File: src/logic/sas_pkg.sv
// Purpose: Shared constants for the SAR converter sequencer
// Assumes: 32-bit AXI4-Lite register bus, one register per aligned word
// Notes:   Offsets are byte addresses; counts are in conversion clock ticks

package sas_pkg;

  // ----------------------------------------
  // Register offsets
  // ----------------------------------------
  localparam logic [7:0] OFF_SC1 = 8'h00;
  localparam logic [7:0] OFF_SC2 = 8'h04;
  localparam logic [7:0] OFF_RES = 8'h08;
  localparam logic [7:0] OFF_CMPV = 8'h0C;
  localparam logic [7:0] OFF_CFG = 8'h10;

  // ----------------------------------------
  // Field positions
  // ----------------------------------------
  localparam int SC1_DONE = 7;
  localparam int SC1_AIEN = 6;
  localparam int SC1_CONT = 5;
  localparam int SC2_ACT = 7;
  localparam int SC2_HWT = 6;
  localparam int SC2_CFE = 5;
  localparam int SC2_CGE = 4;
  localparam int CFG_DIV = 5;
  localparam int CFG_LSMP = 4;
  localparam int CFG_MODE = 2;
  localparam int CFG_SRC = 0;

  // ----------------------------------------
  // Channel codes
  // ----------------------------------------
  localparam logic [4:0] CH_EXT_MAX = 5'h0F;
  localparam logic [4:0] CH_TEMP = 5'h1A;
  localparam logic [4:0] CH_BANDGAP = 5'h1B;
  localparam logic [4:0] CH_RSV = 5'h1C;
  localparam logic [4:0] CH_REF_HI = 5'h1D;
  localparam logic [4:0] CH_REF_LO = 5'h1E;
  localparam logic [4:0] CH_OFF = 5'h1F;

  // ----------------------------------------
  // Modes, sources, reset values, counts
  // ----------------------------------------
  localparam logic [1:0] MODE_8 = 2'h0;
  localparam logic [1:0] MODE_12 = 2'h1;
  localparam logic [1:0] MODE_10 = 2'h2;
  localparam logic [1:0] SRC_BUS = 2'h0;
  localparam logic [1:0] SRC_BUS2 = 2'h1;
  localparam logic [1:0] SRC_ALT = 2'h2;
  localparam logic [1:0] SRC_LOCAL = 2'h3;
  localparam logic [4:0] RST_CHAN = 5'h1F;
  localparam logic [1:0] RST_MODE = 2'h0;
  localparam logic [4:0] SHORT_SMP = 5'h04;
  localparam logic [4:0] LONG_SMP = 5'h18;
  localparam logic [3:0] MSB_BIT = 4'hB;
  localparam logic [1:0] RESP_OKAY = 2'h0;
  localparam logic [1:0] RESP_SLVERR = 2'h2;

endpackage : sas_pkg

File: src/logic/sas_adc_seq.sv
// Purpose: Sequencer for a 12-bit successive-approximation converter
// Assumes: Analog front end compares input against the trial code
// Notes:   Registers over AXI4-Lite; result read clears the done flag
//
// Function
// (RULE_01) Codes 0-15 select external inputs
// (RULE_02) Codes 26, 27 route temperature, bandgap
// (RULE_03) Reserved codes give undefined results
// (RULE_04) Four conversion clock sources selectable
// (RULE_05) Selected source divided by divide field
// (RULE_06) Alternate clock unusable in stop states
// (RULE_07) Counter overflow starts one hardware conversion
// (RULE_08) Trigger works in run, wait, shallow stop
// (RULE_09) Twelve-bit linear successive approximation
// (RULE_10) Right-justified 12, 10 or 8 bits
// (RULE_11) Single or continuous; single returns idle
// (RULE_12) Optional less-than or greater-equal compare
// (RULE_13) Done flag set, interrupt request from it
// (RULE_14) Software prepares slow clock before temperature
// (RULE_15) Converts in wait, shallow stop, local clock
// (RULE_16) All-ones channel powers down, stops continuous
// (RULE_17) Control write aborts, restarts unless all ones
// (RULE_18) Control write or result read clears flag
// (RULE_19) Trigger synchronised, ignored while converting
// (RULE_20) Active bit high from start to end
//
// Decided for this implementation: the address map and the AXI4-Lite register port.

`timescale 1ns/10ps
`default_nettype none

module sas_adc_seq #(
  parameter int ADDR_W = 8
) (
  input wire logic aclk,
  input wire logic aresetn,
  input wire logic [ADDR_W-1:0] s_axi_awaddr,
  input wire logic s_axi_awvalid,
  output logic s_axi_awready,
  input wire logic [31:0] s_axi_wdata,
  input wire logic [3:0] s_axi_wstrb,
  input wire logic s_axi_wvalid,
  output logic s_axi_wready,
  output logic [1:0] s_axi_bresp,
  output logic s_axi_bvalid,
  input wire logic s_axi_bready,
  input wire logic [ADDR_W-1:0] s_axi_araddr,
  input wire logic s_axi_arvalid,
  output logic s_axi_arready,
  output logic [31:0] s_axi_rdata,
  output logic [1:0] s_axi_rresp,
  output logic s_axi_rvalid,
  input wire logic s_axi_rready,
  input wire logic hardware_trigger_input,
  input wire logic local_async_clock,
  input wire logic alternate_clock,
  input wire logic shallow_stop_state,
  input wire logic deep_stop_state,
  input wire logic afe_cmp_hi,
  output logic [4:0] afe_channel_q,
  output logic afe_ext_sel_q,
  output logic afe_temp_en_q,
  output logic afe_bandgap_en_q,
  output logic afe_ref_hi_q,
  output logic afe_ref_lo_q,
  output logic afe_power_q,
  output logic afe_sample_q,
  output logic [11:0] afe_dac_q,
  output logic conv_irq_q
);

  typedef enum {ST_IDLE, ST_SAMPLE, ST_CONVERT} sas_state_e;

  sas_state_e state_q;
  logic aw_held_q, w_held_q;
  logic [7:0] awaddr_q;
  logic [31:0] wdata_q;
  logic [3:0] wstrb_q;
  logic aien_q, cont_q, done_flag_q;
  logic [4:0] chan_q;
  logic hwt_q, cfe_q, cge_q, lsmp_q;
  logic [1:0] div_q, mode_q, src_q;
  logic [11:0] cv_q, res_q, sar_q;
  logic [3:0] bit_q;
  logic [4:0] cnt_q;
  logic [2:0] trig_s_q;
  logic trig_pend_q;
  logic tick;
  logic wr_en, sc1_wr, rd_go, rd_res;
  logic [31:0] sc1_rd, sc2_rd, cfg_rd, wd_sc1, wd_sc2, wd_cfg, wd_cv, rd_word;
  logic rd_hit, wr_hit;
  logic [4:0] smp_last;
  logic [11:0] kept, final_v, fmt_v;
  logic done, cmp_true, done_set, hw_go, trig_edge, start_sw;

  function automatic logic [31:0] merge(input logic [31:0] old, input logic [31:0] nw,
                                        input logic [3:0] strb);
    logic [31:0] m;
    m = {{8{strb[3]}}, {8{strb[2]}}, {8{strb[1]}}, {8{strb[0]}}};
    merge = (old & ~m) | (nw & m);
  endfunction : merge

  function automatic logic [11:0] fmt(input logic [11:0] v, input logic [1:0] m);
    case (m)
      sas_pkg::MODE_10: fmt = {2'h0, v[11:2]};
      sas_pkg::MODE_8: fmt = {4'h0, v[11:4]};
      default: fmt = v;
    endcase
  endfunction : fmt

  // ----------------------------------------
  // Conversion clock
  // ----------------------------------------
  sas_clk_div u_clk_div (
    .aclk(aclk),
    .aresetn(aresetn),
    .src_sel(src_q),
    .div_sel(div_q),
    .local_async_clock(local_async_clock),
    .alternate_clock(alternate_clock),
    .shallow_stop_state(shallow_stop_state),
    .deep_stop_state(deep_stop_state),
    .tick_q(tick)
  );

  // ----------------------------------------
  // Register views
  // ----------------------------------------
  always_comb begin
    sc1_rd = 32'h0000_0000;
    sc1_rd[sas_pkg::SC1_DONE] = done_flag_q;
    sc1_rd[sas_pkg::SC1_AIEN] = aien_q;
    sc1_rd[sas_pkg::SC1_CONT] = cont_q;
    sc1_rd[4:0] = chan_q;
    sc2_rd = 32'h0000_0000;
    // (RULE_20) Active bit shows state
    sc2_rd[sas_pkg::SC2_ACT] = (state_q != ST_IDLE);
    sc2_rd[sas_pkg::SC2_HWT] = hwt_q;
    sc2_rd[sas_pkg::SC2_CFE] = cfe_q;
    sc2_rd[sas_pkg::SC2_CGE] = cge_q;
    cfg_rd = 32'h0000_0000;
    cfg_rd[sas_pkg::CFG_DIV +: 2] = div_q;
    cfg_rd[sas_pkg::CFG_LSMP] = lsmp_q;
    cfg_rd[sas_pkg::CFG_MODE +: 2] = mode_q;
    cfg_rd[sas_pkg::CFG_SRC +: 2] = src_q;
  end

  assign wd_sc1 = merge(sc1_rd, wdata_q, wstrb_q);
  assign wd_sc2 = merge(sc2_rd, wdata_q, wstrb_q);
  assign wd_cfg = merge(cfg_rd, wdata_q, wstrb_q);
  assign wd_cv = merge({20'h0_0000, cv_q}, wdata_q, wstrb_q);

  // ----------------------------------------
  // AXI4-Lite write channel
  // ----------------------------------------
  assign wr_en = aw_held_q & w_held_q & ~s_axi_bvalid;
  assign wr_hit = (awaddr_q == sas_pkg::OFF_SC1) || (awaddr_q == sas_pkg::OFF_SC2) ||
                  (awaddr_q == sas_pkg::OFF_RES) || (awaddr_q == sas_pkg::OFF_CMPV) ||
                  (awaddr_q == sas_pkg::OFF_CFG);
  assign sc1_wr = wr_en && (awaddr_q == sas_pkg::OFF_SC1);

  always_ff @(posedge aclk) begin
    if (!aresetn) begin
      aw_held_q <= 1'b0;
      w_held_q <= 1'b0;
      awaddr_q <= 8'h00;
      wdata_q <= 32'h0000_0000;
      wstrb_q <= 4'h0;
      s_axi_awready <= 1'b1;
      s_axi_wready <= 1'b1;
      s_axi_bvalid <= 1'b0;
      s_axi_bresp <= sas_pkg::RESP_OKAY;
    end else begin
      if (s_axi_awvalid && s_axi_awready) begin
        aw_held_q <= 1'b1;
        awaddr_q <= s_axi_awaddr[7:0];
        s_axi_awready <= 1'b0;
      end
      if (s_axi_wvalid && s_axi_wready) begin
        w_held_q <= 1'b1;
        wdata_q <= s_axi_wdata;
        wstrb_q <= s_axi_wstrb;
        s_axi_wready <= 1'b0;
      end
      if (wr_en) begin
        s_axi_bvalid <= 1'b1;
        s_axi_bresp <= wr_hit ? sas_pkg::RESP_OKAY : sas_pkg::RESP_SLVERR;
      end
      if (s_axi_bvalid && s_axi_bready) begin
        s_axi_bvalid <= 1'b0;
        aw_held_q <= 1'b0;
        w_held_q <= 1'b0;
        s_axi_awready <= 1'b1;
        s_axi_wready <= 1'b1;
      end
    end
  end

  // ----------------------------------------
  // Software registers
  // ----------------------------------------
  always_ff @(posedge aclk) begin
    if (!aresetn) begin
      aien_q <= 1'b0;
      cont_q <= 1'b0;
      chan_q <= sas_pkg::RST_CHAN;
      hwt_q <= 1'b0;
      cfe_q <= 1'b0;
      cge_q <= 1'b0;
      div_q <= 2'h0;
      lsmp_q <= 1'b0;
      mode_q <= sas_pkg::RST_MODE;
      src_q <= sas_pkg::SRC_BUS;
      cv_q <= 12'h000;
    end else if (wr_en) begin
      if (sc1_wr) begin
        aien_q <= wd_sc1[sas_pkg::SC1_AIEN];
        cont_q <= wd_sc1[sas_pkg::SC1_CONT];
        chan_q <= wd_sc1[4:0];
      end
      if (awaddr_q == sas_pkg::OFF_SC2) begin
        hwt_q <= wd_sc2[sas_pkg::SC2_HWT];
        cfe_q <= wd_sc2[sas_pkg::SC2_CFE];
        cge_q <= wd_sc2[sas_pkg::SC2_CGE];
      end
      if (awaddr_q == sas_pkg::OFF_CFG) begin
        div_q <= wd_cfg[sas_pkg::CFG_DIV +: 2];
        lsmp_q <= wd_cfg[sas_pkg::CFG_LSMP];
        mode_q <= wd_cfg[sas_pkg::CFG_MODE +: 2];
        src_q <= wd_cfg[sas_pkg::CFG_SRC +: 2];
      end
      if (awaddr_q == sas_pkg::OFF_CMPV) begin
        cv_q <= wd_cv[11:0];
      end
    end
  end

  // ----------------------------------------
  // AXI4-Lite read channel
  // ----------------------------------------
  assign rd_go = s_axi_arvalid && s_axi_arready;
  assign rd_res = rd_go && (s_axi_araddr[7:0] == sas_pkg::OFF_RES);

  always_comb begin
    rd_hit = 1'b1;
    case (s_axi_araddr[7:0])
      sas_pkg::OFF_SC1: rd_word = sc1_rd;
      sas_pkg::OFF_SC2: rd_word = sc2_rd;
      sas_pkg::OFF_RES: rd_word = {20'h0_0000, res_q};
      sas_pkg::OFF_CMPV: rd_word = {20'h0_0000, cv_q};
      sas_pkg::OFF_CFG: rd_word = cfg_rd;
      default: begin
        rd_word = 32'h0000_0000;
        rd_hit = 1'b0;
      end
    endcase
  end

  always_ff @(posedge aclk) begin
    if (!aresetn) begin
      s_axi_arready <= 1'b1;
      s_axi_rvalid <= 1'b0;
      s_axi_rdata <= 32'h0000_0000;
      s_axi_rresp <= sas_pkg::RESP_OKAY;
    end else begin
      if (rd_go) begin
        s_axi_arready <= 1'b0;
        s_axi_rvalid <= 1'b1;
        s_axi_rdata <= rd_word;
        s_axi_rresp <= rd_hit ? sas_pkg::RESP_OKAY : sas_pkg::RESP_SLVERR;
      end else if (s_axi_rvalid && s_axi_rready) begin
        s_axi_rvalid <= 1'b0;
        s_axi_arready <= 1'b1;
      end
    end
  end

  // ----------------------------------------
  // Hardware trigger
  // ----------------------------------------
  assign trig_edge = trig_s_q[1] & ~trig_s_q[2];
  // (RULE_08) Deep stop blocks the trigger
  assign hw_go = trig_pend_q && tick && (state_q == ST_IDLE) && hwt_q &&
                 (chan_q != sas_pkg::CH_OFF) && !deep_stop_state && !sc1_wr;

  always_ff @(posedge aclk) begin
    if (!aresetn) begin
      trig_s_q <= 3'h0;
      trig_pend_q <= 1'b0;
    end else begin
      trig_s_q <= {trig_s_q[1:0], hardware_trigger_input};
      // (RULE_19) Sync, ignore while active
      if (hw_go || sc1_wr || !hwt_q) begin
        trig_pend_q <= 1'b0;
      end else if (trig_edge && (state_q == ST_IDLE) && !deep_stop_state) begin
        trig_pend_q <= 1'b1;
      end
    end
  end

  // ----------------------------------------
  // Successive approximation
  // ----------------------------------------
  assign smp_last = (lsmp_q ? sas_pkg::LONG_SMP : sas_pkg::SHORT_SMP) - 5'h01;
  assign kept = sar_q | (afe_cmp_hi ? 12'(12'h001 << bit_q) : 12'h000);
  assign done = (state_q == ST_CONVERT) && tick && (bit_q == 4'h0) && !sc1_wr;
  assign final_v = kept;
  // (RULE_10) Right-justified format
  assign fmt_v = fmt(final_v, mode_q);
  // (RULE_12) Less-than or greater-equal
  assign cmp_true = cge_q ? (fmt_v >= cv_q) : (fmt_v < cv_q);
  assign done_set = done && (!cfe_q || cmp_true);
  // (RULE_17) Write starts unless all ones
  // Trigger select is the stored bit; the written word is control one only
  assign start_sw = (wd_sc1[4:0] != sas_pkg::CH_OFF);

  always_ff @(posedge aclk) begin
    if (!aresetn) begin
      state_q <= ST_IDLE;
      sar_q <= 12'h000;
      bit_q <= sas_pkg::MSB_BIT;
      cnt_q <= 5'h00;
      afe_dac_q <= 12'h000;
    end else if (sc1_wr) begin
      // (RULE_16) All ones aborts, no restart
      state_q <= (start_sw && !hwt_q) ? ST_SAMPLE : ST_IDLE;
      cnt_q <= 5'h00;
      sar_q <= 12'h000;
    end else begin
      case (state_q)
        ST_IDLE: begin
          // (RULE_07) Overflow starts a conversion
          if (hw_go) begin
            state_q <= ST_SAMPLE;
            cnt_q <= 5'h00;
          end
        end
        ST_SAMPLE: begin
          if (tick) begin
            if (cnt_q >= smp_last) begin
              // (RULE_09) Start twelve-bit search
              state_q <= ST_CONVERT;
              bit_q <= sas_pkg::MSB_BIT;
              sar_q <= 12'h000;
              afe_dac_q <= 12'h800;
            end else begin
              cnt_q <= cnt_q + 5'h01;
            end
          end
        end
        ST_CONVERT: begin
          if (tick) begin
            sar_q <= kept;
            if (bit_q == 4'h0) begin
              // (RULE_11) Continuous restarts, single idles
              state_q <= (cont_q && chan_q != sas_pkg::CH_OFF) ? ST_SAMPLE : ST_IDLE;
              cnt_q <= 5'h00;
            end else begin
              bit_q <= bit_q - 4'h1;
              afe_dac_q <= kept | 12'(12'h001 << (bit_q - 4'h1));
            end
          end
        end
        default: state_q <= ST_IDLE;
      endcase
    end
  end

  // ----------------------------------------
  // Result and done flag
  // ----------------------------------------
  always_ff @(posedge aclk) begin
    if (!aresetn) begin
      done_flag_q <= 1'b0;
      res_q <= 12'h000;
      conv_irq_q <= 1'b0;
    end else begin
      // (RULE_13) Set wins over clear
      if (done_set) begin
        done_flag_q <= 1'b1;
        res_q <= fmt_v;
      end else if (sc1_wr || rd_res) begin
        // (RULE_18) Write or result read clears
        done_flag_q <= 1'b0;
      end
      conv_irq_q <= done_flag_q & aien_q;
    end
  end

  // ----------------------------------------
  // Front end routing
  // ----------------------------------------
  always_ff @(posedge aclk) begin
    if (!aresetn) begin
      afe_channel_q <= sas_pkg::RST_CHAN;
      afe_ext_sel_q <= 1'b0;
      afe_temp_en_q <= 1'b0;
      afe_bandgap_en_q <= 1'b0;
      afe_ref_hi_q <= 1'b0;
      afe_ref_lo_q <= 1'b0;
      afe_power_q <= 1'b0;
      afe_sample_q <= 1'b0;
    end else begin
      afe_channel_q <= chan_q;
      // (RULE_01) External inputs 0 to 15
      afe_ext_sel_q <= (chan_q <= sas_pkg::CH_EXT_MAX);
      // (RULE_02) Temperature and bandgap
      afe_temp_en_q <= (chan_q == sas_pkg::CH_TEMP);
      afe_bandgap_en_q <= (chan_q == sas_pkg::CH_BANDGAP);
      // (RULE_03) Reserved codes route nothing
      afe_ref_hi_q <= (chan_q == sas_pkg::CH_REF_HI);
      afe_ref_lo_q <= (chan_q == sas_pkg::CH_REF_LO);
      // (RULE_16) Powered only while converting
      afe_power_q <= (state_q != ST_IDLE) && (chan_q != sas_pkg::CH_OFF);
      afe_sample_q <= (state_q == ST_SAMPLE);
    end
  end
endmodule : sas_adc_seq

`default_nettype wire

File: src/logic/sas_clk_div.sv
// Purpose: Conversion clock tick from one of four sources, divided
// Assumes: Local and alternate clocks are slow against aclk
// Notes:   Produces a one-cycle tick per conversion clock period

`timescale 1ns/10ps
`default_nettype none

module sas_clk_div (
  input wire logic aclk,
  input wire logic aresetn,
  input wire logic [1:0] src_sel,
  input wire logic [1:0] div_sel,
  input wire logic local_async_clock,
  input wire logic alternate_clock,
  input wire logic shallow_stop_state,
  input wire logic deep_stop_state,
  output logic tick_q
);

  logic [2:0] loc_s_q;
  logic [2:0] alt_s_q;
  logic half_q;
  logic [2:0] cnt_q;
  logic [2:0] lim;
  logic src_edge;
  logic loc_edge;
  logic alt_edge;

  // ----------------------------------------
  // Source edges
  // ----------------------------------------
  always_ff @(posedge aclk) begin
    if (!aresetn) begin
      loc_s_q <= 3'h0;
      alt_s_q <= 3'h0;
      half_q <= 1'b0;
    end else begin
      loc_s_q <= {loc_s_q[1:0], local_async_clock};
      alt_s_q <= {alt_s_q[1:0], alternate_clock};
      half_q <= ~half_q;
    end
  end

  assign loc_edge = loc_s_q[1] & ~loc_s_q[2];
  assign alt_edge = alt_s_q[1] & ~alt_s_q[2];

  // (RULE_04) Four source choice
  always_comb begin
    src_edge = 1'b0;
    case (src_sel)
      // (RULE_15) Local clock replaces bus clock
      sas_pkg::SRC_BUS: src_edge = shallow_stop_state ? loc_edge : 1'b1;
      sas_pkg::SRC_BUS2: src_edge = shallow_stop_state ? loc_edge : half_q;
      // (RULE_06) Alternate clock stops in stop
      sas_pkg::SRC_ALT: src_edge = alt_edge & ~shallow_stop_state & ~deep_stop_state;
      sas_pkg::SRC_LOCAL: src_edge = loc_edge;
      default: src_edge = 1'b0;
    endcase
    if (deep_stop_state) begin
      src_edge = 1'b0;
    end
  end

  // (RULE_05) Divide by 1, 2, 4 or 8
  always_comb begin
    case (div_sel)
      2'h0: lim = 3'h0;
      2'h1: lim = 3'h1;
      2'h2: lim = 3'h3;
      default: lim = 3'h7;
    endcase
  end

  always_ff @(posedge aclk) begin
    if (!aresetn) begin
      cnt_q <= 3'h0;
      tick_q <= 1'b0;
    end else begin
      tick_q <= src_edge && (cnt_q >= lim);
      if (src_edge) begin
        cnt_q <= (cnt_q >= lim) ? 3'h0 : cnt_q + 3'h1;
      end
    end
  end
endmodule : sas_clk_div

`default_nettype wire

File: config.mk
export PLATFORM = sky130hd
export DESIGN_NAME = sas_adc_seq
export DESIGN_NICKNAME = d
export VERILOG_FILES = /design/src/logic/sas_pkg.sv /design/src/logic/sas_adc_seq.sv /design/src/logic/sas_clk_div.sv
export SDC_FILE = /design/constraint.sdc
export NUM_CORES = 1
export LEC_CHECK = 0
export BUFFER_PORTS_ARGS = -buffer_cell sky130_fd_sc_hd__buf_2
export CAP_MARGIN = 20
export CORE_MARGIN = 1.5
export CORE_UTILIZATION = 25
export CTS_CLUSTER_SIZE = 14
export DETAILED_ROUTE_END_ITERATION = 6
export SYNTH_ARGS = -nofsm -noshare
export SYNTH_HDL_FRONTEND = slang
export SYNTH_HIERARCHICAL = 1
export SYNTH_SLANG_ARGS = --single-unit
File: constraint.sdc
create_clock -name aclk -period 3.7 [get_ports aclk]
set_input_delay 0.74 -clock aclk [delete_from_list [all_inputs] [get_ports aclk]]
set_output_delay 0.74 -clock aclk [all_outputs]
set_load 0.1 [all_outputs]
Yosys cells after proc, flatten, opt, wreduce, memory -nomap -nowiden
Cells that the tools add are included.
{"block": "totals", "register_bits": 200, "elab_cells": 232, "output_inout_bits": 66, "input_bits": 65}
{"block": "classes", "shift": 2, "n_reduce_logical": 60, "n_mux": 49, "add_sub_neg": 4, "bitwise": 29, "order_cmp": 5, "eq_ne": 36}
{"op": "two-way mux 32 bit", "count": 6}
{"op": "two-way mux 12 bit", "count": 8}
{"op": "one-hot mux 32 bit (3 select lines)", "count": 1}
{"op": "one-hot mux 12 bit (2 select lines)", "count": 3}
{"op": "== test 32 x 2 -> 1 bit (second input constant)", "count": 2}
{"op": "zero test 32 bit", "count": 2}
{"op": "one-hot mux 12 bit (5 select lines)", "count": 1}
{"op": "bitwise OR 12 bit", "count": 3}
{"op": "== test 32 x 1 -> 1 bit (second input constant)", "count": 1}
{"op": "== test 32 x 3 -> 1 bit (second input constant)", "count": 1}
{"op": "== test 8 x 4 -> 1 bit (second input constant)", "count": 4}
{"op": "nonzero test 32 bit", "count": 1}
{"op": "two-way mux 5 bit", "count": 6}
{"op": "bitwise AND 12 bit", "count": 2}
{"op": "left shift 1 x 4 -> 12 bit (first input constant)", "count": 2}
{"op": "logical AND 1 bit", "count": 23}
{"op": "bitwise AND 7 bit", "count": 3}
{"op": "bitwise OR 7 bit", "count": 3}
{"op": "== test 5 bit (second input constant)", "count": 4}
{"op": "== test 8 x 3 -> 1 bit (second input constant)", "count": 2}
{"op": "== test 8 x 5 -> 1 bit (second input constant)", "count": 2}
{"op": "zero test 8 bit", "count": 2}
{"op": "two-way mux 4 bit", "count": 4}
{"op": "one-hot mux 5 bit (3 select lines)", "count": 1}
{"op": "37 further kinds", "count": 98}

Logic depth before layout (Yosys ltp)
Gate-level depths: netlist of the first run.
{"block": "depth", "depth_word": 9, "ltp_mapped": 14, "mapped_depth_nobuf": 13}

By module
The synthesis of the first run kept the hierarchy.
{"module": "sas_adc_seq", "cells_per_inst": 769, "n_inst": 1, "area_each_um2": 6485.0}
{"module": "sas_clk_div", "cells_per_inst": 50, "n_inst": 1, "area_each_um2": 518.0}

Worst setup path after synthesis of the first run
OpenSTA, ideal clock, no wires.
{"block": "synth_timing", "path_type": "in2reg", "startpoint": "input port afe_cmp_hi", "endpoint": "register res_q[1]", "cell_stages": 11, "slack_ps": 491, "t_required_ps": 3573, "t_arrival_ps": 3082, "setup_ps": 127, "n_path_buf": 0, "path_cell_list": "and3b_1 -> a21oi_1 -> mux2_2 -> a21oi_1 -> ha_1 -> nand2_1 -> nor4_1 -> o31ai_1 -> a41oi_1 -> nand2_2 -> mux2i_1"}
{"block": "synth_between", "elab_chain_len": 7}
{"item": "start: declaration", "line_no": "sas_adc_seq.sv:59", "rtl": "input wire logic afe_cmp_hi,"}
{"item": "two-way mux 12 bit *", "line_no": "sas_adc_seq.sv:305", "rtl": "assign kept = sar_q | (afe_cmp_hi ? 12'(12'h001 << bit_q) : 12'h000);"}
{"item": "bitwise OR 12 bit *", "line_no": "sas_adc_seq.sv:305"}
{"item": "one-hot mux 12 bit (2 select lines) *", "line_no": "sas_adc_seq.sv:104", "rtl": "case (m)"}
{"item": "named net fmt_v[7]", "line_no": "sas_adc_seq.sv:93", "rtl": "logic [11:0] kept, final_v, fmt_v;"}
{"item": "< comparator 12 bit or greater-or-equal comparator 12 bit (tied branches)", "line_no": "sas_adc_seq.sv:311", "rtl": "assign cmp_true = cge_q ? (fmt_v >= cv_q) : (fmt_v < cv_q);"}
{"item": "two-way mux 1 bit *", "line_no": "sas_adc_seq.sv:311"}
{"item": "logical OR 1 bit *", "line_no": "sas_adc_seq.sv:312", "rtl": "assign done_set = done && (!cfe_q || cmp_true);"}
{"item": "logical AND 1 bit *", "line_no": "sas_adc_seq.sv:312"}
{"item": "end signal: assignment", "line_no": "sas_adc_seq.sv:381", "rtl": "res_q <= fmt_v;"}
{"item": "end: declaration", "line_no": "sas_adc_seq.sv:83", "rtl": "logic [11:0] cv_q, res_q, sar_q;"}
Mark *: on every way through the listed nets, which the timed path passes. The rest lies on a longest branch.
A chain may end at the register's enable or synchronous reset.

Worst setup path in the final report of the first run
{"block": "layout_timing", "startpoint": "register bit_q[1]", "endpoint": "register res_q[3]"}
{"block": "layout_between", "elab_chain_len": 8}
{"item": "start: declaration", "line_no": "sas_adc_seq.sv:84", "rtl": "logic [3:0] bit_q;"}
{"item": "start signal: assignment", "line_no": "sas_adc_seq.sv:321", "rtl": "bit_q <= sas_pkg::MSB_BIT;"}
{"item": "start signal: assignment", "line_no": "sas_adc_seq.sv:343", "rtl": "bit_q <= sas_pkg::MSB_BIT;"}
{"item": "start signal: assignment", "line_no": "sas_adc_seq.sv:359", "rtl": "bit_q <= bit_q - 4'h1;"}
{"item": "left shift 1 x 4 -> 12 bit *", "line_no": "sas_adc_seq.sv:305"}
{"item": "two-way mux 12 bit *", "line_no": "sas_adc_seq.sv:305"}
{"item": "bitwise OR 12 bit *", "line_no": "sas_adc_seq.sv:305"}
{"item": "one-hot mux 12 bit (2 select lines) *", "line_no": "sas_adc_seq.sv:104"}
{"item": "named net fmt_v[2]", "line_no": "sas_adc_seq.sv:93"}
{"item": "< comparator 12 bit or greater-or-equal comparator 12 bit (tied branches)", "line_no": "sas_adc_seq.sv:311"}
{"item": "two-way mux 1 bit *", "line_no": "sas_adc_seq.sv:311"}
{"item": "logical OR 1 bit *", "line_no": "sas_adc_seq.sv:312"}
{"item": "logical AND 1 bit *", "line_no": "sas_adc_seq.sv:312"}
Marked as above.

==> results of run 1 <==
-- worst paths after layout --
kind / end
max: res_q[3]
min: u_clk_div/half_q
max reg2reg: res_q[3]
min reg2reg: u_clk_div/half_q
-- where the power goes --
| group | internal [mW] | total (mW) | switching [mW] |
|---|---|---|---|
| sequential | 1.64 | 1.68 | 0.0403 |
| combinational | 0.104 | 0.482 | 0.379 |
| clock | 1.03 | 1.74 | 0.717 |
| total | 2.77 | 3.90 | 1.14 |
-- per-stage QoR --
step	utilization	area [um^2]	setup slack (ns)	total power, mW	cells
after detailed placement	0.280	7770	0.176	2.20	1254
after CTS	0.302	8360	0.425	3.95	1286
after global placement	0.280	7770	0.207	2.19	1254
final	0.302	8360	0.405	3.90	1287
after global routing	0.302	8360	0.0883	4.06	1286
after floorplan	-	7080	0.491	2.11	840
-- cell usage after synthesis (5+ instances only) --
master	n
nand2_1	115
a21oi_1	73
mux2i_1	48
nand2b_1	9
a211oi_1	6
clkbuf_1	37
and2_1	13
o21ai_0	20
buf_4	22
a32oi_1	5
dfxtp_1	148
nor3_1	28
ha_1	30
inv_1	34
nand3_1	33
nor2b_1	5
o22ai_1	6
a221oi_1	10
nor3b_1	5
nor2_1	66
a21o_1	8
-- routing by layer --
metal  global-route usage  part of all wire  vias up
met5                    0                 0        -
met4               0.0396             0.016        0
met3               0.0312             0.044       18
met2                0.210              0.46      125
met1                0.174              0.48     2797
li1                     -                 -     3010
-- layout make-up --
type                       count  share of cell area
multi-input combinational    594               0.439
sequential                   148               0.354
timing repair buffer          99              0.0631
tap                          378              0.0566
clock buffer                  20              0.0534
clock inverter                12              0.0175
inverter                      35              0.0157
antenna                        1            0.000299
-- logic make-up after synthesis --
logic type / after synthesis
AND/OR/NAND/NOR: 319
AO/OA/AOI/OAI: 169
flip-flops: 148
buffers and inverters: 98
multiplexers: 52
adder cells (fa/ha/maj): 30
XOR/XNOR: 2
other: 1
-- placed cells by master (no fill, tap or decap), types with 8 or more instances in the layout --
cell / count
o21ai_0: 20
clkbuf_16: 17
nand2b_1: 9
buf_2: 86
inv_1: 33
and2_1: 13
buf_4: 13
nand3_1: 33
a21oi_1: 73
a21o_1: 8
mux2i_1: 48
nor2_1: 66
a221oi_1: 10
nand2_1: 115
dfxtp_1: 148
conb_1: 22
ha_1: 30
nor3_1: 28
==> metrics.md, run 1 <==
| Metric | Value |
|---|---|
| Largest family of logic cells by synthesized area | simple AND/OR/NAND/NOR gates |
| Pin count of the biggest net entering global routing | 74 |
| Minimum clock period after layout | 3.29 ns |
| Crit end category | flop |
| Placer Congestion | 0.838 |
| CTS root buf | clkbuf_16 |
| XOR/XNOR Fraction of Synth Area | 0.00250 |
| DR DRC count | 0 |
| Nets | 990 |
| Worst Max-Slew Pin Slew | 0.929 ns |
| CP Max Fanout | 10 |
| Worst path top cell family by delay | simple AND/OR/NAND/NOR gates |
| # IOs | 131 |
| Share of cells above drive strength 1 | 0.165 |
| Seq/Total Area, Yosys | 0.423 |
| Routed length per placed instance | 14.3 um |
| YS warnings | 6 |
| Share of the synthesized area in the top cell type | 0.423 |
| Simple-Gate Fraction of Synth Area | 0.222 |
| Post-synthesis register bit count | 148 |
| Max incr delay on CP | 0.45 ns |
| Fin Clk Skew | 0.0129 ns |
| Fillers | 2,964 |
| Gate Count Post-Synth | 819 |
| Synth area leader | dfxtp_1 |
| Initial antenna violation count | 1 |
| Mux contribution to synthesized area | 0.0766 |
| CP startpoint kind | flop |
| Global-route wire length before repair | 29,500 um |
| Main synth FF type | dfxtp_1 |
| CP arrival | 3.64 ns |
| Routed Antenna Nets | 0 |
| Avg Inst Size Synth | 8.55 um^2 |
| Relative slew slack | 0.378 |
| TritonCTS clock tree | done |
| Most frequent CP cell | mux2i_1 |
| Status | finished clean |
| Hold Buf Count CTS | 0 |
| Unrepaired setup endpoints after global routing | no |
| Hold wc startpoint | u_clk_div/half_q |
| Number of max-cap violations | 0 |
| DPL Wire Length | 13,700 um |
| EDFF count, synth | 0 |
| Post-synthesis adder-cell area fraction | 0.0536 |
| Crit path max-delay cell type | dfxtp_1 |
| Netlist cell types | 69 |
| Gr ovfl total | 0 |
| Final setup viols | 0 |
| Port Buffers | 86 |
| CP startpoint | bit_q[1] |
| Highest clock rate | 0.303 GHz |
| Vias/cell | 4.62 |
| Number of global-route vias before repair | 5,551 |
| Synth top area cells | dfxtp_1, mux2i_1, nand2_1 |
| Mapped cell area | 7000 um^2 |
| Worst Reg-to-Reg Cells | 12 |
| DRT iter0 DRCs | 311 |
| Die area | 29,000 um^2 |
| R2r setup slk | 0.41 ns |
| Period utilization | 0.891 |
| Starting Density | 0.253 |
| Number of detailed-route iterations in the first pass | 5 |
| Hold Path Class | flop to flop |
| Die H | 170 um |
| Endpoints failing hold | 0 |
| Crit Path Category | flop to flop |
| Core Region | 27,700 um^2 |
| CP Buf/Inv Count | 0 |
| Number of CTS-inserted buffers | 17 |
| Seq. cell area | 2960 um^2 |
| Pleak | 3.53 nW |
| Ys async rst share | 0 |
| Fin. max-slew vios | 0 |
| Worst hold margin | 0.415 ns |
| Tot GR Track Use | 0.131 |
| TNS Setup | 0 ns |
| Clock Latency Late Sink | 0.43 ns |
| Peak VDD IR | 269 uV |
| Via count | 5,950 |
| Crit-path cells | ha_1 -> and4b_1 -> or2_2 -> mux2i_1 -> mux2i_1 -> ha_1 -> nand2_1 -> a21oi_1 -> o31ai_1 -> a41oi_1 -> nand2_2 -> mux2i_1 |
| H-tree Lvls | 4 |
| Setup Fix Bufs, Post-CTS | 0 |
| WP depth | 12 |
| Synth Area in Compound Gates | 0.157 |
| PwrDens | 467 nW/um^2 |
| Clock Pin Slew Worst Setup and Hold Paths | 0.06 ns |
| Required time of the critical path | 4.05 ns |
| P&R area growth vs syn | 19.4% |
| Footprint of the multi-input gates | 3670 um^2 |
| Die width | 170 um |
| Drt total wl | 18,400 um |
| Clk sinks | 148 |
| WHS Path Cells | 1 |
| # rows | 61 |
| Post-CTS Resized | 0 |
| Worst r2r src | bit_q[1] |
| CTS max path bufs | 2 |
Note: power is estimated with default switching activity, not from simulation.
==> run 2: changes to the inputs <==
- CORE_MARGIN: 1.5 -> 3
- MAX_ROUTING_LAYER: not set -> met4
==> run 2 against run 1 <==
Register-to-register slack got worse by 0.06 ns. Clock power is 4% lower. Sequential share of layout area barely moved. Setup slack lost 0.057 ns. Design area barely moved. Hold slack improved by 0.0081 ns. Via count rose by 0.72%. Routed wire length is 2.1% higher. Die area increased by 3.6%. Largest power group is now sequential cells.
==> metrics.md, run 2 (synthesis gave the netlist of run 1 again) <==
| Metric | Value |
|---|---|
| Nets | 995 |
| Endpoints failing hold | 0 |
| CP startpoint kind | flop |
| Post-CTS Resized | 0 |
| Number of detailed-route iterations in the first pass | 5 |
| Share of cells above drive strength 1 | 0.172 |
| Via count | 5,993 |
| Required time of the critical path | 4.05 ns |
| TritonCTS clock tree | done |
| Period utilization | 0.906 |
| DPL Wire Length | 13,900 um |
| Crit end category | flop |
| Number of CTS-inserted buffers | 17 |
| DRT iter0 DRCs | 390 |
| # IOs | 131 |
| Peak VDD IR | 302 uV |
| CP arrival | 3.71 ns |
| Number of global-route vias before repair | 5,582 |
| Vias/cell | 4.66 |
| Tot GR Track Use | 0.129 |
| Routed Antenna Nets | 0 |
| Worst hold margin | 0.423 ns |
| Clock Latency Late Sink | 0.42 ns |
| Minimum clock period after layout | 3.35 ns |
| Initial antenna violation count | 0 |
| Crit Path Category | flop to flop |
| Setup Fix Bufs, Post-CTS | 0 |
| CTS max path bufs | 2 |
| Drt total wl | 18,800 um |
| Die H | 173 um |
| Max incr delay on CP | 0.48 ns |
| CTS root buf | clkbuf_16 |
| Crit path max-delay cell type | dfxtp_1 |
| # rows | 60 |
| Unrepaired setup endpoints after global routing | no |
| Clk sinks | 148 |
| R2r setup slk | 0.35 ns |
| Number of max-cap violations | 0 |
| Commonest cells after routing, fill and taps aside | dfxtp_1, nand2_1, buf_2 |
| Die area | 30,100 um^2 |
| Die width | 173 um |
| Pleak | 3.54 nW |
| Hold Buf Count CTS | 0 |
| Fillers | 2,863 |
| Gr ovfl total | 0 |
| Port Buffers | 86 |
| Pin count of the biggest net entering global routing | 42 |
| Hold Path Class | flop to flop |
| Clock Pin Slew Worst Setup and Hold Paths | 0.07 ns |
| H-tree Lvls | 4 |
| Most common cell after layout, fill and taps aside | dfxtp_1 |
| Placer Congestion | 0.871 |
| Core Region | 27,300 um^2 |
| Fin Clk Skew | 0.0121 ns |
| Worst Max-Slew Pin Slew | 0.917 ns |
| Highest clock rate | 0.298 GHz |
| P&R area growth vs syn | 19.5% |
| PwrDens | 459 nW/um^2 |
| Routed length per placed instance | 14.6 um |
| Ant. Diodes | 0 |
| Relative slew slack | 0.388 |
| Crit-path cells | inv_1 -> ha_1 -> a21oi_1 -> mux2_2 -> a21oi_1 -> ha_1 -> nand2_1 -> nor4_1 -> o21ai_0 -> a211o_1 -> nand2_2 -> mux2i_1 |
| Final setup viols | 0 |
| Status | finished clean |
| Fin. max-slew vios | 0 |
| Global-route wire length before repair | 30,500 um |
| Starting Density | 0.257 |
| CP Max Fanout | 10 |
| TNS Setup | 0 ns |
| DR DRC count | 0 |
run 2: path summary, 6_finish.rpt:
check,start,end,cells after the start
setup / recovery,bit_q[1],res_q[4],12
hold / removal,u_clk_div/half_q,u_clk_div/half_q,1
setup reg to reg,bit_q[1],res_q[4],12
hold reg to reg,u_clk_div/half_q,u_clk_div/half_q,1
run 2: stage by stage:
stage / util / power [mW] / instance area [um^2] / setup slack, ns / instances
floorplan: - / 2.11 / 7080 / 0.491 / 840
global placement: 0.286 / 2.20 / 7800 / 0.223 / 1253
detailed placement: 0.286 / 2.20 / 7800 / 0.120 / 1253
CTS: 0.307 / 3.88 / 8370 / 0.353 / 1285
global route: 0.307 / 4.00 / 8370 / 0.0550 / 1285
finish: 0.307 / 3.84 / 8370 / 0.348 / 1285
run 2: worst max-delay path: cells and delay by family, from the launching register on:
kind	cells	cell delay, ns
DFF	1	0.48
adders and majority gates	2	0.55
and+or+nand+nor	3	0.70
buffers and inverters	1	0.15
AOI/OAI and AO/OA	4	0.92
muxes	2	0.47
run 2: final cells by class:
| type | count | area [um^2] | share of cell area |
|---|---|---|---|
| sequential | 148 | 2960 | 0.354 |
| timing repair buffer | 104 | 566 | 0.0676 |
| tap | 372 | 465 | 0.0556 |
| clock buffer | 18 | 439 | 0.0525 |
| clock inverter | 14 | 129 | 0.0154 |
| multi-input combinational | 594 | 3670 | 0.439 |
| inverter | 35 | 131 | 0.0157 |
run 2: power breakdown:
group / leakage (nW) / internal (mW) / switching (mW)
sequential: 1.20 / 1.64 / 0.0396
clock: 0.273 / 0.950 / 0.722
combinational: 2.07 / 0.106 / 0.385
total: 3.54 / 2.69 / 1.15
run 2: per-layer routing:
metal / GRT usage / wire length, um
met2: 0.186 / 8080
met5: - / 0
met3: 0.0320 / 959
met1: 0.178 / 9490
met4: 0.0355 / 260
==> run 3: changes to the inputs <==
- SYNTH_HIERARCHICAL: 1 -> not set
==> run 3 against run 2 <==
Non-clock buffer count shrank 7. Via count grew 0.98%. Register-to-register slack lost 0.06 ns. Sequential share of layout area grew 0.21 points. Die area is essentially flat. Largest power group is now clock.
==> metrics.md, run 3 <==
| Metric | Value |
|---|---|
| Crit Path Category | flop to flop |
| CTS max path bufs | 2 |
| P&R area growth vs syn | 18.8% |
| Hold Path Class | flop to flop |
| Global-route wire length before repair | 30,500 um |
| Simple-Gate Fraction of Synth Area | 0.222 |
| Flop pwr share | 0.422 |
| EDFF count, synth | 0 |
| Largest family of logic cells by synthesized area | simple AND/OR/NAND/NOR gates |
| Most common cell after layout, fill and taps aside | dfxtp_1 |
| Die width | 173 um |
| Max incr delay on CP | 0.39 ns |
| Seq/Total Area, Yosys | 0.423 |
| Die H | 173 um |
| Number of global-route vias before repair | 5,707 |
| Gate Count Post-Synth | 823 |
| Number of CTS-inserted buffers | 17 |
| Fin. max-slew vios | 0 |
| Post-route cell area | 8320 um^2 |
| Netlist cell types | 68 |
| Post-synthesis register bit count | 148 |
| PnR Total Power | 3.98 mW |
| Gr ovfl total | 0 |
| Crit end category | flop |
| Share of cells above drive strength 1 | 0.164 |
| Number of detailed-route iterations in the first pass | 5 |
| Part of the power in combinational logic | 0.134 |
| Synth top area cells | dfxtp_1, mux2i_1, nand2_1 |
| Pin count of the biggest net entering global routing | 40 |
| CP Max Fanout | 12 |
| Required time of the critical path | 4.06 ns |
| Ant. Diodes | 0 |
| YS warnings | 0 |
| TNS Setup | 0 ns |
| Synth area leader | dfxtp_1 |
| DRT iter0 DRCs | 414 |
| Most frequent cell after synthesis | dfxtp_1 |
| Nets | 990 |
| Clock Pin Slew Worst Setup and Hold Paths | 0.07 ns |
| Fin util | 0.305 |
| R2r setup slk | 0.29 ns |
| Starting Density | 0.257 |
| Mapped cell area | 7000 um^2 |
| Mux contribution to synthesized area | 0.0710 |
| Worst slack at placement | 0.193 ns |
| Unrepaired setup endpoints after global routing | no |
| DR DRC count | 0 |
| Crit-path cells | inv_1 -> ha_1 -> and4b_1 -> nor2_1 -> and2_1 -> o31ai_1 -> ha_1 -> a21oi_1 -> a211o_1 -> a211o_1 -> nand2_2 -> mux2i_1 |
| XOR/XNOR Fraction of Synth Area | 0.00375 |
| Drt total wl | 19,000 um |
| H-tree Lvls | 4 |
| Highest clock rate | 0.293 GHz |
| # IOs | 131 |
| CTS root buf | clkbuf_16 |
| Worst setup margin | 0.290 ns |
| Pleak | 3.41 nW |
| Commonest cells after routing, fill and taps aside | dfxtp_1, nand2_1, buf_2 |
| Die area | 30,000 um^2 |
| Core Region | 27,300 um^2 |
| Routed Antenna Nets | 0 |
| Leading cell types by count after synthesis | dfxtp_1, nand2_1, a21oi_1, nor2_1, nand3_1 |
| Setup Fix Bufs, Post-CTS | 0 |
| CP startpoint kind | flop |
| Crit path max-delay cell type | dfxtp_1 |
| CP arrival | 3.77 ns |
| Peak VDD IR | 264 uV |
| DPL Wire Length | 13,800 um |
| Worst Max-Slew Pin Slew | 0.632 ns |
| Share of the synthesized area in the top cell type | 0.423 |
| Ys async rst share | 0 |
| Final setup viols | 0 |
| Hold Buf Count CTS | 0 |
| Post-DP Area | 7710 um^2 |
| Clock Latency Late Sink | 0.44 ns |
| Synth Area in Compound Gates | 0.158 |
| Port Buffers | 86 |
| Routed length per placed instance | 14.8 um |
| Period utilization | 0.922 |
| Cell-internal power | 2.72 mW |
| Psw | 1.26 mW |
| Number of max-cap violations | 0 |
| Via count | 6,052 |
| Relative slew slack | 0.578 |
| Main synth FF type | dfxtp_1 |
| Tot GR Track Use | 0.130 |
| Clock share of power | 0.444 |
| Clk sinks | 148 |
| Post-synthesis adder-cell area fraction | 0.0536 |
| Placer Congestion | 0.836 |
| Initial antenna violation count | 0 |
| # rows | 60 |
| PwrDens | 479 nW/um^2 |
| Vias/cell | 4.73 |
| Status | finished clean |
| Avg Inst Size Synth | 8.51 um^2 |
| Endpoints failing hold | 0 |
| Fin Clk Skew | 0.0134 ns |
| Minimum clock period after layout | 3.41 ns |
| Switching part of the total | 0.317 |
| Post-CTS Resized | 0 |
| TritonCTS clock tree | done |
run 3: changes by cell type in the layout (fill, tap and decap cells not counted), sizes merged, moves of 4 or more:
cell | previous run | this run
mux2i | 48 | 44
nand3 | 33 | 48
o22ai | 6 | 2
buf | 104 | 97
o21ai | 20 | 26
nor3 | 29 | 22
nand2 | 116 | 112
nor2 | 67 | 73
run 3: path summary, 6_finish.rpt:
| check | from | endpoint | depth (start not counted) |
|---|---|---|---|
| min reg2reg | u_clk_div.half_q | u_clk_div.half_q | 1 |
| max | bit_q[0] | res_q[4] | 12 |
| max reg2reg | bit_q[0] | res_q[4] | 12 |
| min | u_clk_div.half_q | u_clk_div.half_q | 1 |
run 3: metrics by stage:
| stage | instances | hold WS [ns] |
|---|---|---|
| 6_report | 1280 | 0.416 |
| 5_1_grt | 1280 | 0.436 |
| 4_1_cts | 1280 | 0.417 |
| 3_5_place_dp | 1248 | 0.403 |
| 3_3_place_gp | 1248 | 0.395 |
| 2_1_floorplan | 844 | 0.386 |
run 3: worst max-delay path: cells and delay by family, from the launching register on:
kind,cells,cell delay (ns)
compound gates,4,1.06
fa+ha+maj,2,0.57
buf+inv,1,0.17
flops,1,0.39
mux,1,0.25
simple gates,4,0.89
run 3: final cells by class:
cell class	count	area, um^2
Multi-Input combinational cell	599	3650
Fill cell	2857	18900
Clock buffer	17	425
Inverter	32	120
Timing Repair Buffer	97	513
Clock inverter	15	180
Tap cell	372	465
Sequential cell	148	2960
run 3: power groups by stage:
stage	logic (mW)	clock network (mW)	registers, mW
floorplan	0.310	0	1.84
global placement	0.532	0	1.71
global route	0.575	1.86	1.69
CTS	0.537	1.80	1.68
finish	0.535	1.77	1.68
detailed placement	0.536	0	1.72
run 3: cells by family (layout without fill, tap and decap cells):
| family | after synthesis | after routing |
|---|---|---|
| AND/OR/NAND/NOR | 322 | 322 |
| XOR/XNOR | 3 | 3 |
| buffers and inverters | 97 | 161 |
| adder cells (fa/ha/maj) | 30 | 30 |
| multiplexers | 48 | 48 |
| flip-flops | 148 | 148 |
| AO/OA/AOI/OAI | 174 | 174 |
| other | 1 | 22 |
run 3: routing by layer:
metal  wire length [um]  up-vias  global-route usage
li1                   -     3005                   -
met1               8500     2891               0.156
met2               9090      140               0.210
met3               1220       16              0.0401
met4                187        0              0.0351
met5                  0        -                   -
